**config.mk**
```make
export PLATFORM = sky130hd
export DESIGN_NAME = swpol_top
export DESIGN_NICKNAME = d
export VERILOG_FILES = /design/src/hdl/swpol_pkg.sv /design/src/hdl/swpol_port_cfg.sv /design/src/hdl/swpol_top.sv
export VERILOG_INCLUDE_DIRS = /design/src /design/src/hdl
export SDC_FILE = /design/constraint.sdc
export NUM_CORES = 1
export LEC_CHECK = 0
export ABC_AREA = 1
export BUFFER_PORTS_ARGS = -buffer_cell sky130_fd_sc_hd__buf_4
export CAP_MARGIN = 30
export CORE_ASPECT_RATIO = 0.8
export CORE_UTILIZATION = 45
export DETAILED_ROUTE_END_ITERATION = 8
export HOLD_SLACK_MARGIN = 0.15
export PLACE_DENSITY = 0.68
export REMOVE_ABC_BUFFERS = 1
export SLEW_MARGIN = 15
export SYNTH_ARGS = -nofsm -noshare
export SYNTH_HDL_FRONTEND = slang
export SYNTH_HIERARCHICAL = 1
export SYNTH_SLANG_ARGS = --single-unit
export TNS_END_PERCENT = 30
```
**constraint.sdc**
```tcl
create_clock -name aclk -period 3.4 [get_ports aclk]
set_clock_uncertainty 0.05 [all_clocks]
set_input_delay 0.17 -clock aclk [delete_from_list [all_inputs] [get_ports aclk]]
set_output_delay 0.17 -clock aclk [all_outputs]
set_load 0.05 [all_outputs]
```
**src/hdl/swpol_defs.svh**
```systemverilog
// Register offsets, field positions and reset values of the forwarding-policy block.
// Assumes a 32-bit AXI4-Lite register bus with one aligned word per register.
`ifndef SWPOL_DEFS_SVH
`define SWPOL_DEFS_SVH

`define SWPOL_OFS_PORT1 12'h000
`define SWPOL_OFS_PORT2 12'h004
`define SWPOL_OFS_PORTH 12'h008
`define SWPOL_OFS_GLOBAL 12'h00C
`define SWPOL_OFS_STATUS 12'h010

`define SWPOL_PC_LRN_DIS 0
`define SWPOL_PC_RX_EN 1
`define SWPOL_PC_TX_EN 2
`define SWPOL_PC_SNIFFER 5
`define SWPOL_PC_TX_SNIFF 6
`define SWPOL_PC_RX_SNIFF 7

`define SWPOL_GC_PASS_BAD 0
`define SWPOL_GC_MLD_OPT 12
`define SWPOL_GC_MLD_EN 13

`define SWPOL_PC_RESET 16'h0006
`define SWPOL_GC_RESET 16'h0000

`define SWPOL_IP_VER4 4'h4
`define SWPOL_IP_PROTO_IGMP 8'h02
`define SWPOL_HOP_ONE 8'h01
`define SWPOL_NH_HBH 8'h00
`define SWPOL_NH_ICMP 8'h01
`define SWPOL_NH_ICMPV6 8'h3A
`define SWPOL_NH_ROUTE 8'h2B
`define SWPOL_NH_FRAG 8'h2C
`define SWPOL_NH_ESP 8'h32
`define SWPOL_NH_AH 8'h33
`define SWPOL_NH_DEST 8'h3C

`define SWPOL_HOST_IDX 2
`define SWPOL_HOST_MASK 3'h4

`define SWPOL_RESP_OKAY 2'h0
`define SWPOL_RESP_SLVERR 2'h2

`endif

```
**src/hdl/swpol_pkg.sv**
```systemverilog
// Types shared by the forwarding-policy block and its per-port settings stage.
// Port masks are bit 0 = network port one, bit 1 = network port two, bit 2 = host port.
package swpol_pkg;

   typedef struct packed {
      logic rx_sniff;
      logic tx_sniff;
      logic sniffer;
      logic tx_en;
      logic rx_en;
      logic lrn_dis;
   } swpol_pcfg_t;

   typedef struct packed {
      logic [1:0] src;
      logic [2:0] lookup_mask;
      logic static_hit;
      logic static_ovr;
      logic [2:0] static_mask;
      logic bad;
      logic ip_encap;
      logic [3:0] ip_ver;
      logic [7:0] ip_proto;
      logic v6;
      logic v6_mcast;
      logic [7:0] hop_lim;
      logic [7:0] nxt_hdr;
      logic [7:0] hbh_nxt_hdr;
   } swpol_desc_t;

   typedef struct packed {
      logic [2:0] fwd_mask;
      logic learn;
      logic trapped;
      logic mirrored;
   } swpol_dec_t;

endpackage : swpol_pkg

```
**src/hdl/swpol_port_cfg.sv**
```systemverilog
// Holds the settings one port uses for frame decisions.
// Assumes frame_active is high from the first to the last cycle of any frame in flight.
`timescale 1ns/10ps

module swpol_port_cfg (
   input wire logic aclk,
   input wire logic aresetn,
   input swpol_pkg::swpol_pcfg_t soft_cfg,
   input wire logic frame_active,
   output swpol_pkg::swpol_pcfg_t act_cfg
);

   swpol_pkg::swpol_pcfg_t act_r;
   swpol_pkg::swpol_pcfg_t act_nxt;

   // RQ21 - boundary-only update. Software writes wait here so no frame sees mixed settings.
   assign act_nxt = frame_active ? act_r : soft_cfg;
   assign act_cfg = act_r;

   always_ff @(posedge aclk) begin
      if (!aresetn) begin
         act_r <= '{rx_sniff: 1'b0, tx_sniff: 1'b0, sniffer: 1'b0,
                    tx_en: 1'b1, rx_en: 1'b1, lrn_dis: 1'b0};
      end else begin
         act_r <= act_nxt;
      end
   end

endmodule : swpol_port_cfg

```
**src/hdl/swpol_top.sv**
```systemverilog
// Forwarding-policy stage of a two-port switch with a host port, plus its AXI4-Lite registers.
// Assumes the address lookup supplies one descriptor per frame, on this clock, with no stall.
// Functional notes
// RQ1 - Host designated; network ports take five states.
// RQ2 - Disable: no traffic, no learning.
// RQ3 - Override static hits still reach host.
// RQ4 - Blocking: only processor-bound frames pass.
// RQ5 - Learning state enables learning only.
// RQ6 - Forwarding: normal traffic and learning.
// RQ7 - Processor never sends to disabled/blocking ports.
// RQ8 - Processor drops override frames when disabled.
// RQ9 - Processor loads override static entries.
// RQ10 - Processor may send in listening onward.
// RQ11 - IGMP frames trapped to host only.
// RQ12 - IGMP: IP version four, protocol two.
// RQ13 - Static multicast goes to listed ports.
// RQ14 - MLD enable bit 13, option 12.
// RQ15 - MLD: multicast, hop one, header 1/58.
// RQ16 - Option adds headers 43,44,50,51,60.
// RQ17 - Receive-sniff copies received frames to sniffer.
// RQ18 - Optionally mirror bad received frames too.
// RQ19 - Transmit-sniff copies transmitted frames to sniffer.
// RQ20 - Mirrored frame reaches both destinations.
// RQ21 - Settings change only between frames. Only the port settings are staged; the global register applies at once.
`timescale 1ns/10ps
`include "swpol_defs.svh"

module swpol_top #(
   parameter int CNT_W = 16
) (
   input wire logic aclk,
   input wire logic aresetn,
   input wire logic [11:0] s_axi_awaddr,
   input wire logic s_axi_awvalid,
   output logic s_axi_awready,
   input wire logic [31:0] s_axi_wdata,
   input wire logic [3:0] s_axi_wstrb,
   input wire logic s_axi_wvalid,
   output logic s_axi_wready,
   output logic [1:0] s_axi_bresp,
   output logic s_axi_bvalid,
   input wire logic s_axi_bready,
   input wire logic [11:0] s_axi_araddr,
   input wire logic s_axi_arvalid,
   output logic s_axi_arready,
   output logic [31:0] s_axi_rdata,
   output logic [1:0] s_axi_rresp,
   output logic s_axi_rvalid,
   input wire logic s_axi_rready,
   input wire logic frame_active,
   input wire logic desc_valid,
   input swpol_pkg::swpol_desc_t desc,
   output logic dec_valid,
   output swpol_pkg::swpol_dec_t dec
);

   if (CNT_W < 1 || CNT_W > 16) begin : g_bad_cnt
      $error("CNT_W must lie between 1 and 16");
   end

   // Register bus state.
   logic awready_r, wready_r, bvalid_r, arready_r, rvalid_r;
   logic aw_full_r, w_full_r;
   logic [11:0] awaddr_r;
   logic [31:0] wdata_r;
   logic [3:0] wstrb_r;
   logic [1:0] bresp_r, rresp_r;
   logic [31:0] rdata_r;
   logic [15:0] port1_r, port2_r, porth_r, global_r;
   logic [CNT_W-1:0] frame_cnt_r;
   logic dec_valid_r;
   swpol_pkg::swpol_dec_t dec_r;

   wire aw_hs = s_axi_awvalid & awready_r;
   wire w_hs = s_axi_wvalid & wready_r;
   wire do_write = aw_full_r & w_full_r & ~bvalid_r;
   wire ar_hs = s_axi_arvalid & arready_r;
   wire [31:0] byte_mask = {{8{wstrb_r[3]}}, {8{wstrb_r[2]}}, {8{wstrb_r[1]}}, {8{wstrb_r[0]}}};

   wire wr_p1 = do_write && awaddr_r == `SWPOL_OFS_PORT1;
   wire wr_p2 = do_write && awaddr_r == `SWPOL_OFS_PORT2;
   wire wr_ph = do_write && awaddr_r == `SWPOL_OFS_PORTH;
   wire wr_gc = do_write && awaddr_r == `SWPOL_OFS_GLOBAL;
   wire wr_st = do_write && awaddr_r == `SWPOL_OFS_STATUS;
   wire wr_hit = wr_p1 | wr_p2 | wr_ph | wr_gc | wr_st;

   function automatic logic [15:0] merge(input logic [15:0] old_v, input logic [31:0] d,
                                         input logic [31:0] m);
      merge = (old_v & ~m[15:0]) | (d[15:0] & m[15:0]);
   endfunction : merge

   wire [15:0] port1_nxt = wr_p1 ? merge(port1_r, wdata_r, byte_mask) : port1_r;
   wire [15:0] port2_nxt = wr_p2 ? merge(port2_r, wdata_r, byte_mask) : port2_r;
   wire [15:0] porth_nxt = wr_ph ? merge(porth_r, wdata_r, byte_mask) : porth_r;
   wire [15:0] global_nxt = wr_gc ? merge(global_r, wdata_r, byte_mask) : global_r;

   // Effective settings of each port, staged so they only move between frames.
   swpol_pkg::swpol_pcfg_t soft_cfg [3];
   swpol_pkg::swpol_pcfg_t act_cfg [3];
   logic [15:0] port_regs [3];
   assign port_regs[0] = port1_r;
   assign port_regs[1] = port2_r;
   assign port_regs[2] = porth_r;

   // RQ1 - host port fixed open. Only the network ports carry transmit and receive enables.
   for (genvar p = 0; p < 3; p++) begin : g_port
      // The whole struct is driven at once so each element keeps a single driver.
      assign soft_cfg[p] = '{
         rx_sniff: port_regs[p][`SWPOL_PC_RX_SNIFF],
         tx_sniff: port_regs[p][`SWPOL_PC_TX_SNIFF],
         sniffer: port_regs[p][`SWPOL_PC_SNIFFER],
         tx_en: (p == `SWPOL_HOST_IDX) ? 1'b1 : port_regs[p][`SWPOL_PC_TX_EN],
         rx_en: (p == `SWPOL_HOST_IDX) ? 1'b1 : port_regs[p][`SWPOL_PC_RX_EN],
         lrn_dis: port_regs[p][`SWPOL_PC_LRN_DIS]
      };
      swpol_port_cfg u_cfg (
         .aclk(aclk),
         .aresetn(aresetn),
         .soft_cfg(soft_cfg[p]),
         .frame_active(frame_active),
         .act_cfg(act_cfg[p])
      );
   end

   wire [2:0] tx_en_v = {act_cfg[2].tx_en, act_cfg[1].tx_en, act_cfg[0].tx_en};
   wire [2:0] rx_en_v = {act_cfg[2].rx_en, act_cfg[1].rx_en, act_cfg[0].rx_en};
   wire [2:0] lrn_dis_v = {act_cfg[2].lrn_dis, act_cfg[1].lrn_dis, act_cfg[0].lrn_dis};
   wire [2:0] rx_sniff_v = {act_cfg[2].rx_sniff, act_cfg[1].rx_sniff, act_cfg[0].rx_sniff};
   wire [2:0] tx_sniff_v = {act_cfg[2].tx_sniff, act_cfg[1].tx_sniff, act_cfg[0].tx_sniff};
   wire [2:0] sniffer_v = {act_cfg[2].sniffer, act_cfg[1].sniffer, act_cfg[0].sniffer};

   // Source index 3 names no port, so such a descriptor is forwarded nowhere.
   wire src_ok = desc.src != 2'h3;
   wire [1:0] src_idx = src_ok ? desc.src : 2'h2;
   wire [2:0] src_oh = src_ok ? 3'(3'h1 << src_idx) : 3'h0;
   wire src_net = src_ok && src_idx != 2'(`SWPOL_HOST_IDX);
   wire rx_ok = src_ok & rx_en_v[src_idx];

   // RQ12 - IGMP classification.
   wire is_igmp = desc.ip_encap && desc.ip_ver == `SWPOL_IP_VER4 &&
                  desc.ip_proto == `SWPOL_IP_PROTO_IGMP;

   function automatic logic mld_hdr(input logic [7:0] h, input logic opt);
      // RQ15 - base next headers.
      mld_hdr = h == `SWPOL_NH_ICMP || h == `SWPOL_NH_ICMPV6 ||
                // RQ16 - optional extension headers.
                (opt && (h == `SWPOL_NH_ROUTE || h == `SWPOL_NH_FRAG || h == `SWPOL_NH_ESP ||
                         h == `SWPOL_NH_AH || h == `SWPOL_NH_DEST));
   endfunction : mld_hdr

   wire mld_en = global_r[`SWPOL_GC_MLD_EN];
   wire mld_opt = global_r[`SWPOL_GC_MLD_OPT];
   wire pass_bad = global_r[`SWPOL_GC_PASS_BAD];
   // RQ14 - MLD enable and option.
   // RQ15 - hop limit and headers.
   wire is_mld = mld_en && desc.v6 && desc.v6_mcast && desc.hop_lim == `SWPOL_HOP_ONE &&
                 (mld_hdr(desc.nxt_hdr, mld_opt) ||
                  (desc.nxt_hdr == `SWPOL_NH_HBH && mld_hdr(desc.hbh_nxt_hdr, mld_opt)));
   // RQ11 - snooped control frames trapped.
   wire trap = src_net & (is_igmp | is_mld);

   // RQ13 - static entry ports win.
   wire [2:0] base_mask = desc.static_hit ? desc.static_mask : desc.lookup_mask;
   // RQ6 - normal forwarding from network ports gated per port.
   wire [2:0] tx_gate = src_net ? tx_en_v : 3'h7;
   wire [2:0] norm_mask = trap ? `SWPOL_HOST_MASK : (base_mask & ~src_oh & tx_gate);
   // RQ3 - override hits reach host.
   // A descriptor that names no port gets no override copy either.
   wire ovr_hit = src_net & desc.static_hit & desc.static_ovr;
   wire [2:0] ovr_mask = ovr_hit ? (`SWPOL_HOST_MASK & ~src_oh) : 3'h0;
   // RQ2 - closed ports pass nothing else.
   // RQ4 - blocking passes processor frames only.
   wire [2:0] fwd_mask = desc.bad ? 3'h0 : (rx_ok ? norm_mask : ovr_mask);

   // RQ17 - receive mirror.
   // RQ18 - bad frames mirrored on option.
   wire rx_mirror = rx_ok & rx_sniff_v[src_idx] & (~desc.bad | pass_bad);
   // RQ19 - transmit mirror.
   wire tx_mirror = |(fwd_mask & tx_sniff_v);
   wire mirror = rx_mirror | tx_mirror;
   // RQ20 - both deliveries kept.
   wire [2:0] out_mask = fwd_mask | (mirror ? (sniffer_v & ~src_oh) : 3'h0);
   // RQ5 - learning follows disable bit.
   wire learn = src_ok & ~desc.bad & ~lrn_dis_v[src_idx];

   swpol_pkg::swpol_dec_t dec_nxt;
   assign dec_nxt = '{
      fwd_mask: out_mask,
      learn: learn,
      trapped: trap & rx_ok & ~desc.bad,
      mirrored: mirror & (|(sniffer_v & ~src_oh))
   };

   // Read decode.
   // Status shows the settings in force, which lag a write made during a frame.
   wire [31:0] status_word = {16'(frame_cnt_r),
                              7'h00, lrn_dis_v[1], rx_en_v[1], tx_en_v[1],
                              3'h0, lrn_dis_v[0], rx_en_v[0], tx_en_v[0]};
   wire rd_p1 = s_axi_araddr == `SWPOL_OFS_PORT1;
   wire rd_p2 = s_axi_araddr == `SWPOL_OFS_PORT2;
   wire rd_ph = s_axi_araddr == `SWPOL_OFS_PORTH;
   wire rd_gc = s_axi_araddr == `SWPOL_OFS_GLOBAL;
   wire rd_st = s_axi_araddr == `SWPOL_OFS_STATUS;
   wire [31:0] rd_word = rd_p1 ? {16'h0000, port1_r} :
                         rd_p2 ? {16'h0000, port2_r} :
                         rd_ph ? {16'h0000, porth_r} :
                         rd_gc ? {16'h0000, global_r} :
                         rd_st ? status_word : 32'h0000_0000;
   wire rd_hit = rd_p1 | rd_p2 | rd_ph | rd_gc | rd_st;

   // Write channel: address and data are caught separately, in either order.
   always_ff @(posedge aclk) begin
      if (!aresetn) begin
         awready_r <= 1'b1;
         wready_r <= 1'b1;
         aw_full_r <= 1'b0;
         w_full_r <= 1'b0;
         awaddr_r <= 12'h000;
         wdata_r <= 32'h0000_0000;
         wstrb_r <= 4'h0;
         bvalid_r <= 1'b0;
         bresp_r <= `SWPOL_RESP_OKAY;
      end else begin
         if (aw_hs) begin
            awaddr_r <= s_axi_awaddr;
            aw_full_r <= 1'b1;
            awready_r <= 1'b0;
         end
         if (w_hs) begin
            wdata_r <= s_axi_wdata;
            wstrb_r <= s_axi_wstrb;
            w_full_r <= 1'b1;
            wready_r <= 1'b0;
         end
         if (do_write) begin
            aw_full_r <= 1'b0;
            w_full_r <= 1'b0;
            bvalid_r <= 1'b1;
            bresp_r <= wr_hit ? `SWPOL_RESP_OKAY : `SWPOL_RESP_SLVERR;
         end else if (bvalid_r && s_axi_bready) begin
            bvalid_r <= 1'b0;
            awready_r <= 1'b1;
            wready_r <= 1'b1;
         end
      end
   end

   // The status word is read-only; a write to it is accepted and has no effect.
   always_ff @(posedge aclk) begin
      if (!aresetn) begin
         port1_r <= `SWPOL_PC_RESET;
         port2_r <= `SWPOL_PC_RESET;
         porth_r <= `SWPOL_PC_RESET;
         global_r <= `SWPOL_GC_RESET;
      end else begin
         port1_r <= port1_nxt;
         port2_r <= port2_nxt;
         porth_r <= porth_nxt;
         global_r <= global_nxt;
      end
   end

   // Read data is caught at the address handshake, so it stands until it is taken.
   always_ff @(posedge aclk) begin
      if (!aresetn) begin
         arready_r <= 1'b1;
         rvalid_r <= 1'b0;
         rdata_r <= 32'h0000_0000;
         rresp_r <= `SWPOL_RESP_OKAY;
      end else if (ar_hs) begin
         arready_r <= 1'b0;
         rvalid_r <= 1'b1;
         rdata_r <= rd_word;
         rresp_r <= rd_hit ? `SWPOL_RESP_OKAY : `SWPOL_RESP_SLVERR;
      end else if (rvalid_r && s_axi_rready) begin
         rvalid_r <= 1'b0;
         arready_r <= 1'b1;
      end
   end

   // One decision per descriptor, one cycle later; the count wraps.
   // The decision is zeroed between pulses so a stale mask is never shown.
   always_ff @(posedge aclk) begin
      if (!aresetn) begin
         dec_valid_r <= 1'b0;
         dec_r <= '0;
         frame_cnt_r <= '0;
      end else begin
         dec_valid_r <= desc_valid;
         dec_r <= desc_valid ? dec_nxt : '0;
         frame_cnt_r <= desc_valid ? frame_cnt_r + 1'b1 : frame_cnt_r;
      end
   end

   assign s_axi_awready = awready_r;
   assign s_axi_wready = wready_r;
   assign s_axi_bvalid = bvalid_r;
   assign s_axi_bresp = bresp_r;
   assign s_axi_arready = arready_r;
   assign s_axi_rvalid = rvalid_r;
   assign s_axi_rdata = rdata_r;
   assign s_axi_rresp = rresp_r;
   assign dec_valid = dec_valid_r;
   assign dec = dec_r;

endmodule : swpol_top

```
* Word-level counts from Yosys, hierarchy flattened
Index checks and enable logic that the tools add are counted.
Storage, ports and cells: register bits 176, input bits 119, output and inout port bits 48, logic and storage cells 189
Cells by class: $add $sub $neg 1, $lt $le $gt $ge 1, eq/ne operators 27, shifts and indexed selects 1, muxes and demuxes 34, bitwise operators 47, reduce and logical (&&, ||, !) cells 39
Operators by type and width (count):
- $mux W32 | 5
- $eq A8 B6 Y1 const B | 12
- $and A16 B16 Y16 | 5
- $or A16 B16 Y16 | 4
- $eq A12 B4 Y1 const B | 4
- $eq A12 B3 Y1 const B | 2
- $eq A12 B5 Y1 const B | 2
- $eq A8 B1 Y1 const B | 3
- $logic_not A12 Y1 | 2
- $mux W3 | 7
- $logic_and A1 B1 Y1 | 17
- $add A16 B1 Y16 const B | 1
- $and A1 B1 Y1 | 16
- $not A16 Y16 | 1
- $mux W1 | 15
- $logic_or A1 B1 Y1 | 13
- $and A3 B3 Y3 | 4
- $or A1 B1 Y1 | 11
- $eq A8 B2 Y1 const B | 1
- $logic_not A8 Y1 | 1
- $mux W2 | 4
- $bmux W1 S2 | 3
- $reduce_or A3 Y1 | 2
- $eq A4 B3 Y1 const B | 1
- other kinds (9) | 14

* Longest topological paths before layout
depth in word-level cells 20, gate-level depth with buffers 17, mapped depth without buffers 17

* Cells and area by module
The synthesis kept the hierarchy.
By module, submodules not included:
- swpol_top | instances 1, cells an instance 936, area each 6925.4 µm², sequential area each 3163.0 µm²
- swpol_port_cfg | instances 3, cells an instance 34, area each 250.2 µm², sequential area each 120.1 µm²

* Worst setup path after synthesis
No wires, ideal clock.
path kind register to register, start reg bvalid_r (netlist: s_axi_bvalid), end reg (tool-made name), setup time 0.119 ns, data arrival time 1.621 ns, data required time 3.231 ns, slack 1.609 ns, cell stages (with the launch flop) 10, buffers on the path 1, clock period less this slack 1.791 ns, cells stage by stage dfxtp_1 > nor2_2 > inv_2 > nor3_4 > inv_2 > nor4_4 > nand2_2 > buf_6 > o21ai_0 > a21oi_1
RTL lines:
- from (decl) | line swpol_top.sv:62 | logic awready_r, wready_r, bvalid_r, arready_r, rvalid_r;
- from (signal assigned) | line swpol_top.sv:221 | bvalid_r <= 1'b0;
- from (signal assigned) | line swpol_top.sv:238 | bvalid_r <= 1'b1;
- from (signal assigned) | line swpol_top.sv:241 | bvalid_r <= 1'b0;

* Final worst setup path
start in aresetn, end reg dec_r (netlist bit dec[2])
Between the ends: word-level cells in the longest chain between the ends 1
Ends and longest elaborated chain:
- from (decl) | line swpol_top.sv:32 | input wire logic aresetn,
- $reduce_and A2 Y1 (no line)
- to (signal assigned) | line swpol_top.sv:290 | dec_r <= desc_valid ? dec_nxt : '0;
- to (decl) | line swpol_top.sv:72 | swpol_pkg::swpol_dec_t dec_r;
No other way between the ends. A chain may end at the register's enable or synchronous reset.

==> results by group <==
Synth
  • Register area share after synthesis: 0.459
  • Yosys warnings: 6
  • Number of synthesized flops with an enable pin: 0
  • Syn Area/Cell: 7.40 um^2
  • Post-synthesis async set-or-reset flop share: 0
  • Synth Cell Area: 7680 um^2
  • Main synth FF type: dfxtp_1
  • Flop and latch count out of synthesis: 176
  • Synth cell types: 44
  • Post-Synthesis Cells: 1038

Global route
  • Global-route wire length before repair: 31.6 mm
  • Vias in the first global route: 6688
  • Initial antenna violation count: 0
  • Largest net degree at the start of global routing: 90
  • Remaining global-route overflow: 0
  • Gr usage total: 0.224

Power and ir drop
  • Power Total: roughly 4400 uW
  • Leak pwr: 0.00412 uW
  • Pwr/cell area: 441 nW/um^2
  • Max rail drop VDD: between 300 and 400 uV

Setup path
  • Slowest cell delay on critical path: 680 ps
  • Critical Path AT: 2900 ps
  • Crit path kind: primary input to flip-flop
  • Critical Path End Type: flip-flop
  • Startpoint types: primary input
  • Critical-path top delay cell: buf_4
  • CP Data Required Time: 3720 ps
  • CP cell instances: dlygate4sd3_1 -> buf_4 -> buf_4 -> nand2_1 -> a2111oi_0 -> dlygate4sd3_1
  • Crit path max fanout: 89

Clock tree
  • CTS Root Cell: clkbuf_16
  • Hold_buf cts: 63
  • Longest Clk Path Bufs: 2
  • CTS buffer count: 17
  • Worst-Skew Late Latency: 420 ps
  • Post-CTS setup repair buffer count: 0
  • Htree depth: 4
  • Clk slew on worst S/H paths: 60 ps
  • Cts repair resizes: 0
  • Clk sinks: 176
  • CTS tree: yes

Floorplanning
  • I/O pin total: about 170
  • Die X: about 150 um
  • Die Ht: 119 um
  • Core Region: 16600 um^2
  • Num rows: 42
  • Die footprint: 17600 um^2
  • Initial core utilization: 0.462

Timing
  • Setup TNS Final: 0 ps
  • Unrepaired setup endpoints after global routing: no
  • F_max: 387 MHz
  • Fin crit period: 2590 ps
  • Final setup violation count: 0
  • Final Hold Viols: 0
  • Hold WS: 198 ps
  • Slew Limit Fails: 0
  • Final Cycle Share: 0.761
  • Worst rel slew slack: 0.382
  • Worst-Margin Slew: roughly 900 ps

Detailed routing
  • DRT iter0 DRCs: 364
  • Vias per cell: around 4.9
  • Final ANT Viol Nets: 0
  • Via count: just over 7000
  • Post-Route WL: 19.4 mm
  • First drt pass iteration count: 5
  • Remaining DRCs: 0
  • Routed wire per std cell: 13.3 um

Cells and area
  • Syn-to-layout area delta: 30.3%
  • Layout Nets: 1351
  • Diode count: 0
  • Layout fillers: 1555
  • Layout cell share with drive strength beyond 1: 0.185
  • Area occupied by multi-input gates: 3340 um^2
  • FF+latch area: 3520 um^2

Run
  • Max-cap viol count: 0

Worst hold path
  • Hold Crit Class: primary input to flip-flop

Place
  • DP HPWL: 12.8 mm
  • RD Place Congestion: ~0.84
  • PortBufs: 146

Status
  • Outcome: finished clean
==> placed cells by master, fill, tap and decap left out, types with 2 or more instances in the layout <==
cell type	n
a21oi_2	2
nor4_4	4
nand2_1	175
dfxtp_1	176
nor3_1	10
nand2_2	15
o22ai_1	8
inv_2	8
nor2_1	100
o211ai_1	2
o221ai_1	16
inv_1	140
clkinv_2	2
buf_4	152
clkbuf_1	5
dlygate4sd3_1	63
nor4_1	4
o21ai_1	14
clkinvlp_4	3
o21ai_2	2
o21ai_0	94
nor2_2	15
a21oi_1	139
clkbuf_16	17
nor3_4	2
nand3_1	29
nand4_1	6
o21a_1	14
conb_1	4
==> cell type report <==
class	count	area share
timing repair buffer	216	0.179
clock buffer	23	0.0458
multi-input combinational	671	0.334
clock inverter	6	0.00625
sequential	176	0.352
inverter	149	0.0559
tap	220	0.0275
==> through the flow <==
| step | std cells | util | worst slack (ps) | cell area (um^2) |
|---|---|---|---|---|
| after floorplan | 996 | - | 1280 | 7420 |
| after global placement | 1368 | 0.532 | 1160 | 8840 |
| after detailed placement | 1369 | 0.533 | 1110 | 8850 |
| after CTS | 1461 | 0.602 | 858 | 10000 |
| after global routing | 1461 | 0.602 | 624 | 10000 |
| final | 1461 | 0.602 | 814 | 10000 |
==> cells by family after synthesis <==
| group | after synthesis | share of synthesized area |
|---|---|---|
| other cells | 2 | 0.000978 |
| fa+ha+maj | 1 | 0.00163 |
| compound gates | 297 | 0.213 |
| simple gates | 367 | 0.216 |
| buf+inv | 193 | 0.107 |
| xor+xnor | 2 | 0.00228 |
| flops | 176 | 0.459 |
==> synthesized netlist by cell type, types with 3 or more instances <==
master	count	area share
a21oi_1	139	0.091
buf_2	3	0.0020
buf_4	5	0.0049
buf_6	10	0.015
clkbuf_1	26	0.013
dfxtp_1	176	0.46
inv_1	140	0.068
inv_2	8	0.0039
nand2_1	175	0.086
nand2_2	15	0.012
nand3_1	29	0.019
nand4_1	6	0.0049
nor2_1	100	0.049
nor2_2	15	0.012
nor3_1	10	0.0065
nor4_1	4	0.0033
nor4_4	4	0.011
o21a_1	14	0.014
o21ai_0	94	0.061
o21ai_1	14	0.0091
o221ai_1	16	0.018
o22ai_1	8	0.0065
==> routing by layer <==
layer | share of wire | vias up | GRT usage | wire length [um]
li1 | - | 3763 | - | -
met1 | 0.47 | 3267 | 0.291 | 9110
met2 | 0.47 | 187 | 0.380 | 9080
met3 | 0.052 | 13 | 0.0410 | 1020
met4 | 0.0092 | 0 | 0.0631 | 178
met5 | 0 | - | 0 | 0
==> worst max-delay path: cells and delay by family <==
kind                   cells  cell delay (ps)
AND/OR/NAND/NOR            1              250
buffers and inverters      4             2020
AO/OA/AOI/OAI              1              400
==> path summary, 6_finish.rpt <==
kind / startpoint / to / slack (ps) / cells past startpoint
max: aresetn / dec[2] / 810 / 6
min: desc[44] / dec[5] / 200 / 5
max reg2reg: s_axi_wready / wdata_r[8] / 1180 / 4
min reg2reg: flip-flop / flip-flop / 400 / 2
==> report_power, final <==
part           leakage, uW  internal (uW)  total (uW)  switching (uW)
clock network     0.000245           1010        1770             756
registers          0.00143           2120        2160            42.9
logic              0.00244            218         481             263
Note: power is estimated with default switching activity, not from simulation.
